### src/core/ats_pkg.sv
// Package with register map, field positions and selection codes for the converter input select block.
package ats_pkg;

	// Register map; printed offsets are not multiples of four, so they are indices.
	localparam logic [19:0] ATS_IDX_TEST_SEL = 20'hF0013;
	localparam logic [19:0] ATS_IDX_CHAN_SEL = 20'hFFF31;
	localparam logic [19:0] ATS_IDX_CONV_CTL = 20'hF0014;
	localparam logic [19:0] ATS_IDX_STATUS   = 20'hF0015;
	localparam int          ATS_ADDR_W       = 22;
	localparam logic [21:0] ATS_ADDR_TEST_SEL = {ATS_IDX_TEST_SEL, 2'h0};
	localparam logic [21:0] ATS_ADDR_CHAN_SEL = {ATS_IDX_CHAN_SEL, 2'h0};
	localparam logic [21:0] ATS_ADDR_CONV_CTL = {ATS_IDX_CONV_CTL, 2'h0};
	localparam logic [21:0] ATS_ADDR_STATUS   = {ATS_IDX_STATUS, 2'h0};

	// Reset values.
	localparam logic [7:0] ATS_RST_TEST_SEL = 8'h00;
	localparam logic [7:0] ATS_RST_CHAN_SEL = 8'h00;
	localparam logic [7:0] ATS_RST_CONV_CTL = 8'h00;

	// Field positions.
	localparam int ATS_TEST_CODE_LO  = 0;
	localparam int ATS_TEST_CODE_HI  = 1;
	localparam int ATS_CHAN_CODE_LO  = 0;
	localparam int ATS_CHAN_CODE_HI  = 4;
	localparam int ATS_INT_REF_BIT   = 7;
	localparam int ATS_CTL_RUN       = 0;
	localparam int ATS_CTL_CMP_EN    = 1;
	localparam int ATS_CTL_SCAN_MODE = 2;
	localparam int ATS_CTL_PREF_LO   = 3;
	localparam int ATS_CTL_PREF_HI   = 4;

	// Test target codes.
	localparam logic [1:0] ATS_TEST_CHANNEL = 2'h0;
	localparam logic [1:0] ATS_TEST_BAD     = 2'h1;
	localparam logic [1:0] ATS_TEST_NEG_REF = 2'h2;
	localparam logic [1:0] ATS_TEST_POS_REF = 2'h3;

	// Channel codes.
	localparam logic [4:0] ATS_CH_ANI_FIRST = 5'h08;
	localparam logic [4:0] ATS_CH_ANI_LAST  = 5'h11;
	localparam logic [4:0] ATS_CH_BIAS      = 5'h12;
	localparam logic [4:0] ATS_CH_INT_REF   = 5'h01;

	// Positive reference source code that would pick the internal reference.
	localparam logic [1:0] ATS_PREF_INTERNAL = 2'h2;

	// Source select one-hot layout: 10 pins, bias, internal ref, neg ref, pos ref.
	localparam int ATS_NUM_ANI = 10;
	localparam int ATS_SRC_W   = 14;
	localparam int ATS_SRC_BIAS = 10;
	localparam int ATS_SRC_IREF = 11;
	localparam int ATS_SRC_NEG  = 12;
	localparam int ATS_SRC_POS  = 13;

	typedef enum logic [1:0] {
		ATS_BUS_IDLE,
		ATS_BUS_ANSWER
	} ats_bus_state_t;

endpackage

### src/core/ats_src_decode.sv
// Combinational decoder from the two select registers and the scan mode bit to a one-hot source select.
`timescale 1ns/100ps
module ats_src_decode
	import ats_pkg::*;
(
	// Register fields.
	input  wire logic [1:0]               test_code,
	input  wire logic [4:0]               chan_code,
	input  wire logic                     int_ref_sel,
	input  wire logic                     scan_mode,
	// Result.
	output logic      [ATS_SRC_W-1:0]     src_onehot,
	output logic                          illegal
);
	logic [4:0] ani_idx;

	always_comb begin
		src_onehot = '0;
		illegal    = 1'b0;
		ani_idx    = 5'(chan_code - ATS_CH_ANI_FIRST);
		unique case (test_code)
			ATS_TEST_CHANNEL: begin
				if (int_ref_sel) begin
					if (chan_code == ATS_CH_INT_REF) begin
						src_onehot[ATS_SRC_IREF] = 1'b1;
					end else begin
						illegal = 1'b1;
					end
				end else if (scan_mode) begin
					// Scan mode sequencing is the converter's; no select from here.
					src_onehot = '0;
				end else if (chan_code >= ATS_CH_ANI_FIRST && chan_code <= ATS_CH_ANI_LAST) begin
					src_onehot[ani_idx[3:0]] = 1'b1;
				end else if (chan_code == ATS_CH_BIAS) begin
					src_onehot[ATS_SRC_BIAS] = 1'b1;
				end else begin
					illegal = 1'b1;
				end
			end
			ATS_TEST_BAD: begin
				illegal = 1'b1;
			end
			ATS_TEST_NEG_REF: begin
				src_onehot[ATS_SRC_NEG] = 1'b1;
			end
			ATS_TEST_POS_REF: begin
				src_onehot[ATS_SRC_POS] = 1'b1;
			end
		endcase
	end
endmodule

### src/core/ats_first_discard.sv
// Tracker that flags the first conversion after the internal reference is selected.
`timescale 1ns/100ps
module ats_first_discard (
	// Clock and reset.
	input  wire logic ref_clk,
	input  wire logic sys_rst,
	// Events.
	input  wire logic int_ref_rise,
	input  wire logic conv_done,
	// Flag.
	output logic      discard_r
);
	typedef struct packed {
		logic discard;
	} ats_disc_state_t;

	ats_disc_state_t st_r;
	ats_disc_state_t st_nxt;

	always_comb begin
		st_nxt = st_r;
		if (conv_done) begin
			st_nxt.discard = 1'b0;
		end
		if (int_ref_rise) begin
			st_nxt.discard = 1'b1;
		end
	end

	always_ff @(posedge ref_clk) begin
		if (sys_rst) begin
			st_r <= '0;
		end else begin
			st_r <= st_nxt;
		end
	end

	assign discard_r = st_r.discard;
endmodule

### src/core/ats_input_select.sv
// Converter input source selection with test target and channel select registers on Avalon-MM.
`timescale 1ns/100ps
////////////////////////////////////////////////////////////////////////////////
module ats_input_select
	import ats_pkg::*;
(
	// Clock and reset.
	input  wire logic                    ref_clk,
	input  wire logic                    sys_rst,
	// Avalon-MM slave.
	input  wire logic [ATS_ADDR_W-1:0]   avs_address,
	input  wire logic                    avs_read,
	input  wire logic                    avs_write,
	input  wire logic [31:0]             avs_writedata,
	input  wire logic [3:0]              avs_byteenable,
	output logic      [31:0]             avs_readdata,
	output logic      [1:0]              avs_response,
	output logic                         avs_waitrequest,
	// Converter status.
	input  wire logic                    conv_done,
	// Converter controls.
	output logic                         conversion_run_bit,
	output logic                         comparator_enable_bit,
	output logic                         scan_select_mode_bit,
	output logic      [1:0]              positive_ref_source,
	// Source selection.
	output logic      [ATS_SRC_W-1:0]    src_select,
	output logic                         select_illegal,
	output logic                         result_discard
);
	import ats_pkg::*;

	////////////////////////////////////////////////////////////////////////////////
	// State.

	typedef struct packed {
		ats_bus_state_t   bus;
		logic [7:0]       test_sel;
		logic [7:0]       chan_sel;
		logic [7:0]       conv_ctl;
		logic [31:0]      rdata;
		logic [1:0]       resp;
		logic             waitreq;
		logic             iref_prev;
		logic [ATS_SRC_W-1:0] src;
		logic             bad;
		logic             discard;
		logic [1:0]       pref_out;
	} ats_state_t;

	ats_state_t st_r;
	ats_state_t st_nxt;

	logic [ATS_SRC_W-1:0] dec_src;
	logic                 dec_bad;
	logic                 disc_flag;
	logic                 iref_rise;

	// Byte lane of a register index within the word; the three writable registers use lane 0, while the status word spans lanes 0 and 1.
	function automatic logic lane0_write(input logic [3:0] be);
		return be[0];
	endfunction

	function automatic logic conv_stopped(input logic [7:0] ctl);
		return !ctl[ATS_CTL_RUN] && !ctl[ATS_CTL_CMP_EN];
	endfunction

	////////////////////////////////////////////////////////////////////////////////
	// Decoder and discard tracker.

	ats_src_decode u_decode (
		.test_code   (st_r.test_sel[ATS_TEST_CODE_HI:ATS_TEST_CODE_LO]),
		.chan_code   (st_r.chan_sel[ATS_CHAN_CODE_HI:ATS_CHAN_CODE_LO]),
		.int_ref_sel (st_r.chan_sel[ATS_INT_REF_BIT]),
		.scan_mode   (st_r.conv_ctl[ATS_CTL_SCAN_MODE]),
		.src_onehot  (dec_src),
		.illegal     (dec_bad)
	);

	assign iref_rise = st_r.chan_sel[ATS_INT_REF_BIT] && !st_r.iref_prev;

	ats_first_discard u_discard (
		.ref_clk      (ref_clk),
		.sys_rst      (sys_rst),
		.int_ref_rise (iref_rise),
		.conv_done    (conv_done),
		.discard_r    (disc_flag)
	);

	////////////////////////////////////////////////////////////////////////////////
	// Next state.

	always_comb begin
		st_nxt           = st_r;
		st_nxt.iref_prev = st_r.chan_sel[ATS_INT_REF_BIT];
		st_nxt.src       = dec_src;
		st_nxt.bad       = dec_bad;
		st_nxt.discard   = disc_flag;
		// Internal reference withheld as positive reference.
		if (st_r.chan_sel[ATS_INT_REF_BIT] &&
				st_r.conv_ctl[ATS_CTL_PREF_HI:ATS_CTL_PREF_LO] == ATS_PREF_INTERNAL) begin
			st_nxt.pref_out = 2'h0;
		end else begin
			st_nxt.pref_out = st_r.conv_ctl[ATS_CTL_PREF_HI:ATS_CTL_PREF_LO];
		end
		unique case (st_r.bus)
			ATS_BUS_IDLE: begin
				st_nxt.waitreq = 1'b1;
				if (avs_read || avs_write) begin
					st_nxt.bus     = ATS_BUS_ANSWER;
					st_nxt.waitreq = 1'b0;
					st_nxt.rdata  = 32'h0000_0000;
					st_nxt.resp   = 2'h0;
					unique case (avs_address)
						ATS_ADDR_TEST_SEL: begin
							st_nxt.rdata = {24'h00_0000, st_r.test_sel};
							if (avs_write && lane0_write(avs_byteenable)) begin
								st_nxt.test_sel = avs_writedata[7:0];
							end
						end
						ATS_ADDR_CHAN_SEL: begin
							st_nxt.rdata = {24'h00_0000, st_r.chan_sel};
							// Byte write; bit writes land as read-modify-write.
							if (avs_write && lane0_write(avs_byteenable)) begin
								st_nxt.chan_sel = avs_writedata[7:0];
								// Internal ref bit held while running or while the comparator is enabled.
								if (!conv_stopped(st_r.conv_ctl)) begin
									st_nxt.chan_sel[ATS_INT_REF_BIT] = st_r.chan_sel[ATS_INT_REF_BIT];
								end
							end
						end
						ATS_ADDR_CONV_CTL: begin
							st_nxt.rdata = {24'h00_0000, st_r.conv_ctl};
							if (avs_write && lane0_write(avs_byteenable)) begin
								st_nxt.conv_ctl = avs_writedata[7:0];
							end
						end
						ATS_ADDR_STATUS: begin
							st_nxt.rdata = {16'h0000, st_r.src, st_r.bad, st_r.discard};
						end
						default: begin
							st_nxt.resp = 2'h2;
						end
					endcase
				end
			end
			ATS_BUS_ANSWER: begin
				st_nxt.bus     = ATS_BUS_IDLE;
				st_nxt.waitreq = 1'b1;
			end
			default: begin
				st_nxt.bus = ATS_BUS_IDLE;
			end
		endcase
	end

	////////////////////////////////////////////////////////////////////////////////
	// Registers.

	always_ff @(posedge ref_clk) begin
		if (sys_rst) begin
			st_r          <= '0;
			st_r.test_sel <= ATS_RST_TEST_SEL;
			st_r.chan_sel <= ATS_RST_CHAN_SEL;
			st_r.conv_ctl <= ATS_RST_CONV_CTL;
			st_r.bus      <= ATS_BUS_IDLE;
			st_r.waitreq  <= 1'b1;
		end else begin
			st_r <= st_nxt;
		end
	end

	////////////////////////////////////////////////////////////////////////////////
	// Outputs.

	assign avs_readdata          = st_r.rdata;
	assign avs_response          = st_r.resp;
	assign avs_waitrequest       = st_r.waitreq;
	assign conversion_run_bit    = st_r.conv_ctl[ATS_CTL_RUN];
	assign comparator_enable_bit = st_r.conv_ctl[ATS_CTL_CMP_EN];
	assign scan_select_mode_bit  = st_r.conv_ctl[ATS_CTL_SCAN_MODE];
	assign positive_ref_source   = st_r.pref_out;
	assign src_select            = st_r.src;
	assign select_illegal        = st_r.bad;
	assign result_discard        = st_r.discard;
endmodule

### config.mk
export PLATFORM = sky130hd
export DESIGN_NAME = ats_input_select
export DESIGN_NICKNAME = d
export VERILOG_FILES = /design/src/core/ats_pkg.sv /design/src/core/ats_src_decode.sv /design/src/core/ats_first_discard.sv /design/src/core/ats_input_select.sv
export SDC_FILE = /design/constraint.sdc
export NUM_CORES = 1
export LEC_CHECK = 0
export ABC_AREA = 1
export BUFFER_PORTS_ARGS = -buffer_cell sky130_fd_sc_hd__clkbuf_2
export CAP_MARGIN = 20
export CORE_ASPECT_RATIO = 0.5
export CORE_MARGIN = 2
export CORE_UTILIZATION = 46
export DETAILED_ROUTE_END_ITERATION = 16
export GPL_ROUTABILITY_DRIVEN = 1
export GPL_TIMING_DRIVEN = 1
export HOLD_SLACK_MARGIN = 0.15
export PLACE_DENSITY_LB_ADDON = 0.08
export SETUP_SLACK_MARGIN = 0.02
export SYNTH_ARGS = -nofsm -noshare
export SYNTH_HDL_FRONTEND = slang
export SYNTH_SLANG_ARGS = --single-unit
### constraint.sdc
create_clock -name ref_clk -period 1.35 [get_ports ref_clk]
set_input_delay 0.2025 -clock ref_clk [delete_from_list [all_inputs] [get_ports ref_clk]]
set_output_delay 0.2025 -clock ref_clk [all_outputs]
set_load 0.005 [all_outputs]
# Yosys cells after proc, flatten, opt, wreduce, memory -nomap -nowiden
# Index checks and enable logic that the tools add are counted.
dict set report classes {
  n_bitwise 3
  add_sub_neg 1
  order_cmp 4
  reduce_logical 25
  n_eq_ne 10
  n_mux 24
}
# operator count
set ops {}
lappend ops {{equality test 22 bit (second input constant)} 4}
lappend ops {{one-hot mux 16 bit (4 select lines)} 1}
lappend ops {{two-way mux 14 bit} 1}
lappend ops {{two-way mux 1 bit} 13}
lappend ops {{AND reduction 4 bit} 3}
lappend ops {{two-way mux 10 bit} 1}
lappend ops {{one-hot mux 1 bit (2 select lines)} 4}
lappend ops {{OR reduction 4 bit} 2}
lappend ops {{equality test 2 bit (second input constant)} 3}
lappend ops {{logical AND 1 bit} 6}
lappend ops {{OR reduction 2 bit} 3}
lappend ops {{equality test 5 x 1 -> 1 bit (second input constant)} 1}
lappend ops {{equality test 5 bit (second input constant)} 1}
lappend ops {{greater-or-equal comparator 5 x 4 -> 1 bit (second input constant)} 1}
lappend ops {{less-or-equal comparator 5 bit (second input constant)} 1}
lappend ops {{< comparator 4 x 5 -> 1 bit (second input constant)} 1}
lappend ops {{AND reduction 5 bit} 1}
lappend ops {{OR reduction 5 bit} 1}
lappend ops {{demux 1 bit (select 4 bit)} 1}
lappend ops {{greater-or-equal comparator 4 x 1 -> 1 bit (second input constant)} 1}
lappend ops {{zero test 2 bit} 2}
lappend ops {{two-way mux 2 bit} 2}
lappend ops {{nonzero test 2 bit} 2}
lappend ops {{subtractor 4 bit (second input constant)} 1}
lappend ops {{other kinds (6)} 10}
dict set report word_totals {
  input_bits 63
  register_bits 64
  output_inout_bits 56
  elab_cells 84
}

# Longest topological paths before layout
dict set report logic_depth {
  ltp_word 9
  depth_mapped 9
  mapped_depth_nobuf 9
}

# Modules after synthesis
# From an unflattened synthesis, not the netlist that was laid out.
dict set report unflattened {
  cells_unflattened 517
  hier_area_um2 3602.2
}
# module instances area_per_inst_um2 seq_area_each_um2 cells_per_inst
set by_module_without_submodules {}
lappend by_module_without_submodules {ats_input_select 1 3301.9 1241.2 460}
lappend by_module_without_submodules {ats_src_decode 1 260.2 0.0 52}
lappend by_module_without_submodules {ats_first_discard 1 40.0 20.0 5}

# Least setup slack after synthesis
# No wires, ideal clock.
dict set report synth_timing {
  path_kind {register to register}
  start {register st_r[70] (netlist bit)}
  end {register st_r (netlist bit src_select[2])}
  path_slack_ns -0.037
  arrival_ns 1.309
  path_stages_with_launch 8
  period_less_slack_ns 1.387
  t_required_ns 1.272
  n_path_buf 0
  setup_time_ns 0.078
  cell_sequence {dfxtp_1 > inv_1 > ha_1 > nand2_1 > or3_1 > nor2_2 > nand3_2 > nor3_1}
}
dict set report synth_via {
  elab_chain_cells 3
}
# element line
set synth_lines {}
lappend synth_lines {{start, declared} ats_input_select.sv:51} ;# ats_state_t st_r;
lappend synth_lines {{start signal, assigned} ats_input_select.sv:169} ;# st_r <= st_nxt;
lappend synth_lines {{zero test 2 bit} ats_src_decode.sv:21} ;# unique case (test_code)
lappend synth_lines {{NOT 1 bit (no line)} -}
lappend synth_lines {{OR reduction 5 bit (no line)} -}
# No other way between the ends.
# A chain may end at the register's enable or synchronous reset.

# Final worst setup path
dict set report layout_timing {
  start {register st_r[70] (netlist bit)}
  end {register st_r (netlist bit src_select[6])}
}
# Same word-level chain as after synthesis.

==> impl_results.md <==
* Post-DR vias/cell at 5.06
* Placer Congestion at 0.958
* Outcome: complete, but fails checks
* RSZ-0062 raised after global routing: yes
* Hold Violations, Final at 0
* Die Width at 126 µm
* Period utilization at 107%
* Clock Path Buffers at 2
* Layout overhead on the synthesized area at 29.9%
* Antenna Nets Post-Route at 0
* Met3 Track Usage GR at 7.17%
* Final setup TNS at -0.325 ns
* Insertion delay to the later sink of the worst-skew pair at 0.33 ns
* Initial Util at 47.2%
* Area share of the largest cell type after synthesis at 36.6%
* CP endpoint kind: flop
* Yosys warns at 0
* Failing checks: negative setup slack
* Required time of the critical path at 1.60 ns
* Boundary pin count at 119
* Max VDD drop at 823 µV
* Critical Path Source Type: flop
* Global routing's busiest layer: met2
* Overall power at 0.00462 W
* Total track usage at 23.7%
* Met1 layer usage reported by global route at 33.1%
* Port Buf Inserts at 74
* Fmax at 690 MHz
* Leading area contributor after synthesis: dfxtp_1
* Antenna violations before repair at 0
* Flop-to-flop setup slack at -0.1 ns
* Hold Path Class: in2reg
* Antenna diodes at 0
* Count of cell types in the netlist at 36
* Row cnt at 22
* Core Box Area at 7290 µm²
* Drt drc at 0
* Number of global-route vias before repair at 2951
* Routed len/inst at 15.2 µm
* H-tree lvl count at 3
* Initial DRT Pass Iterations at 4
* Setup-failing EPs final at 9
* DP Wirelength at 7.29 mm
* Seq/Total Area, Yosys at 36.6%
* Die ar. at 8240 µm²
* Cells after Synth at 425
* CTS tree: yes
* Clk sinks at 63
* CTS buffer count at 9
* Avg Inst Size Synth at 8.10 µm²
* Largest net degree at the start of global routing at 37
* Slew Limit Fails at 0
* Post-Synthesis Cell Area at 3440 µm²
* FILL cells at 661
* Post-Route WL at 9.57 mm
* Root Driver: clkbuf_16
* CP Data Arrival Time at 1.70 ns
* CP max FO at 4
* Final Skew at 0.00751 ns
* Total overflow reported by the global router at 0
* Die H at 65.2 µm
* Reg clk slew, reported paths at 0.06 ns
* Leakage at 2.15 nW
* Final critical-path setup slack at -0.0997 ns
* Commonest cells after routing, fill and taps aside: clkbuf_2 (74), dfxtp_1 (61), nand2_1 (57)
* Design area at 4470 µm²
* Critical setup path kind: reg2reg
* GR Layer Usage met2 at 35.6%
* Pwr/cell area at 1030 nW/µm²
* First-pass GRT wire length at 15.0 mm
* Detailed Route Iter0 Violations at 222
* Area post-placement at 3940 µm²
* Area contributors post-synth: dfxtp_1 (37%), buf_4 (11%), nand2_1 (6.3%)
* Multi-input logic area at 1730 µm²
* Commonest non-fill, non-tap cell in the layout: clkbuf_2
* Storage element area at 1260 µm²
* Seq cells post-synth at 63
* Final min period at 1.45 ns
* Pre-CTS setup slack at -0.174 ns
* Layout cells sized above 1 at 39.9%
* Vias at 3190
* Max Cap Viol at 0
* Final nets at 596
-- metrics by stage --
stage | util (%) | hold slack, ns | std cells
floorplan | - | 0.311 | 441
global placement | 54.0 | 0.398 | 596
detailed placement | 54.0 | 0.405 | 596
CTS | 59.3 | 0.152 | 619
global route | 61.3 | 0.186 | 630
finish | 61.3 | 0.172 | 630
-- worst paths after layout --
kind | startpoint | cells after the start | to
min | avs_writedata[3] | 3 | st_r[65]
min reg2reg | st_r[18] | 1 | u_discard.discard_r
max | st_r[70] | 7 | src_select[6]
max reg2reg | st_r[70] | 7 | src_select[6]
-- kinds of logic (layout without fill, tap and decap cells) --
group / count (synthesis) / count (layout) / synth area share (%)
compound gates: 62 / 62 / 12.5
fa+ha+maj: 4 / 4 / 1.45
flops: 63 / 63 / 36.6
other cells: 1 / 17 / 0.109
simple gates: 192 / 195 / 31.2
buf+inv: 103 / 193 / 18.1
-- power breakdown --
group          switching, W  internal (W)  leakage, nW
Clock              0.000794       0.00157        0.156
Combinational      0.000208      0.000144         1.49
Sequential        0.0000130       0.00189        0.511
Total               0.00101       0.00360         2.15
-- what timing repair did --
action                                 in CTS  in global routing
hold buffers                                5                  0
pin swaps                                   0                  4
setup endpoints to repair                   9                 29
endpoints found under the hold margin       7                  0
buffers inserted                            2                  8
cloned                                      0                  3
gates resized for setup                     2                  8
-- routing by layer --
| layer | share of wire, % | vias to the layer above | routed length [µm] |
|---|---|---|---|
| met3 | 7.0 | 13 | 671 |
| met2 | 42 | 131 | 4020 |
| met1 | 50 | 1483 | 4760 |
| met5 | 0 | - | 0 |
| met4 | 1.2 | 0 | 118 |
| li1 | - | 1563 | - |
-- worst max-delay path, cell delays in order, from the launching register on --
cell,delay (ns)
dfxtp_2,0.32
inv_2,0.08
ha_4,0.14
nand2_2,0.06
or3_4,0.35
nor2_4,0.16
nand3_4,0.11
nor3_2,0.17
-- final cells by class --
cell class,instances,area share [%]
multi-input cells,278,38.6
flip-flops and latches,63,28.3
repair buffers,138,20.2
clock buffers,13,6.04
inverters,39,3.30
well taps,96,2.69
clock inverters,3,0.895
-- sequential cells by signal, summed over array words and instances, names as in the netlist --
name,cells
avs_readdata,16
avs_waitrequest,1
src_select,14
conversion_run_bit,1
avs_response,1
st_nxt,1
select_illegal,1
positive_ref_source,2
scan_select_mode_bit,1
comparator_enable_bit,1
u_discard.discard_r,1
st_r,22
result_discard,1
-- cell usage after synthesis, drive strengths merged --
master  count
ha          4
nand3b      1
dfxtp      63
o32ai       1
conb        1
clkinv      2
a21oi      17
o21ai      20
buf        58
nand4      27
nor3       10
nand3      22
nor4        1
inv        37
or3         1
a211oi     23
nand2      61
nor2       68
nor3b       1
o21a        1
clkbuf      6
Power figures use the tool's default switching activity.
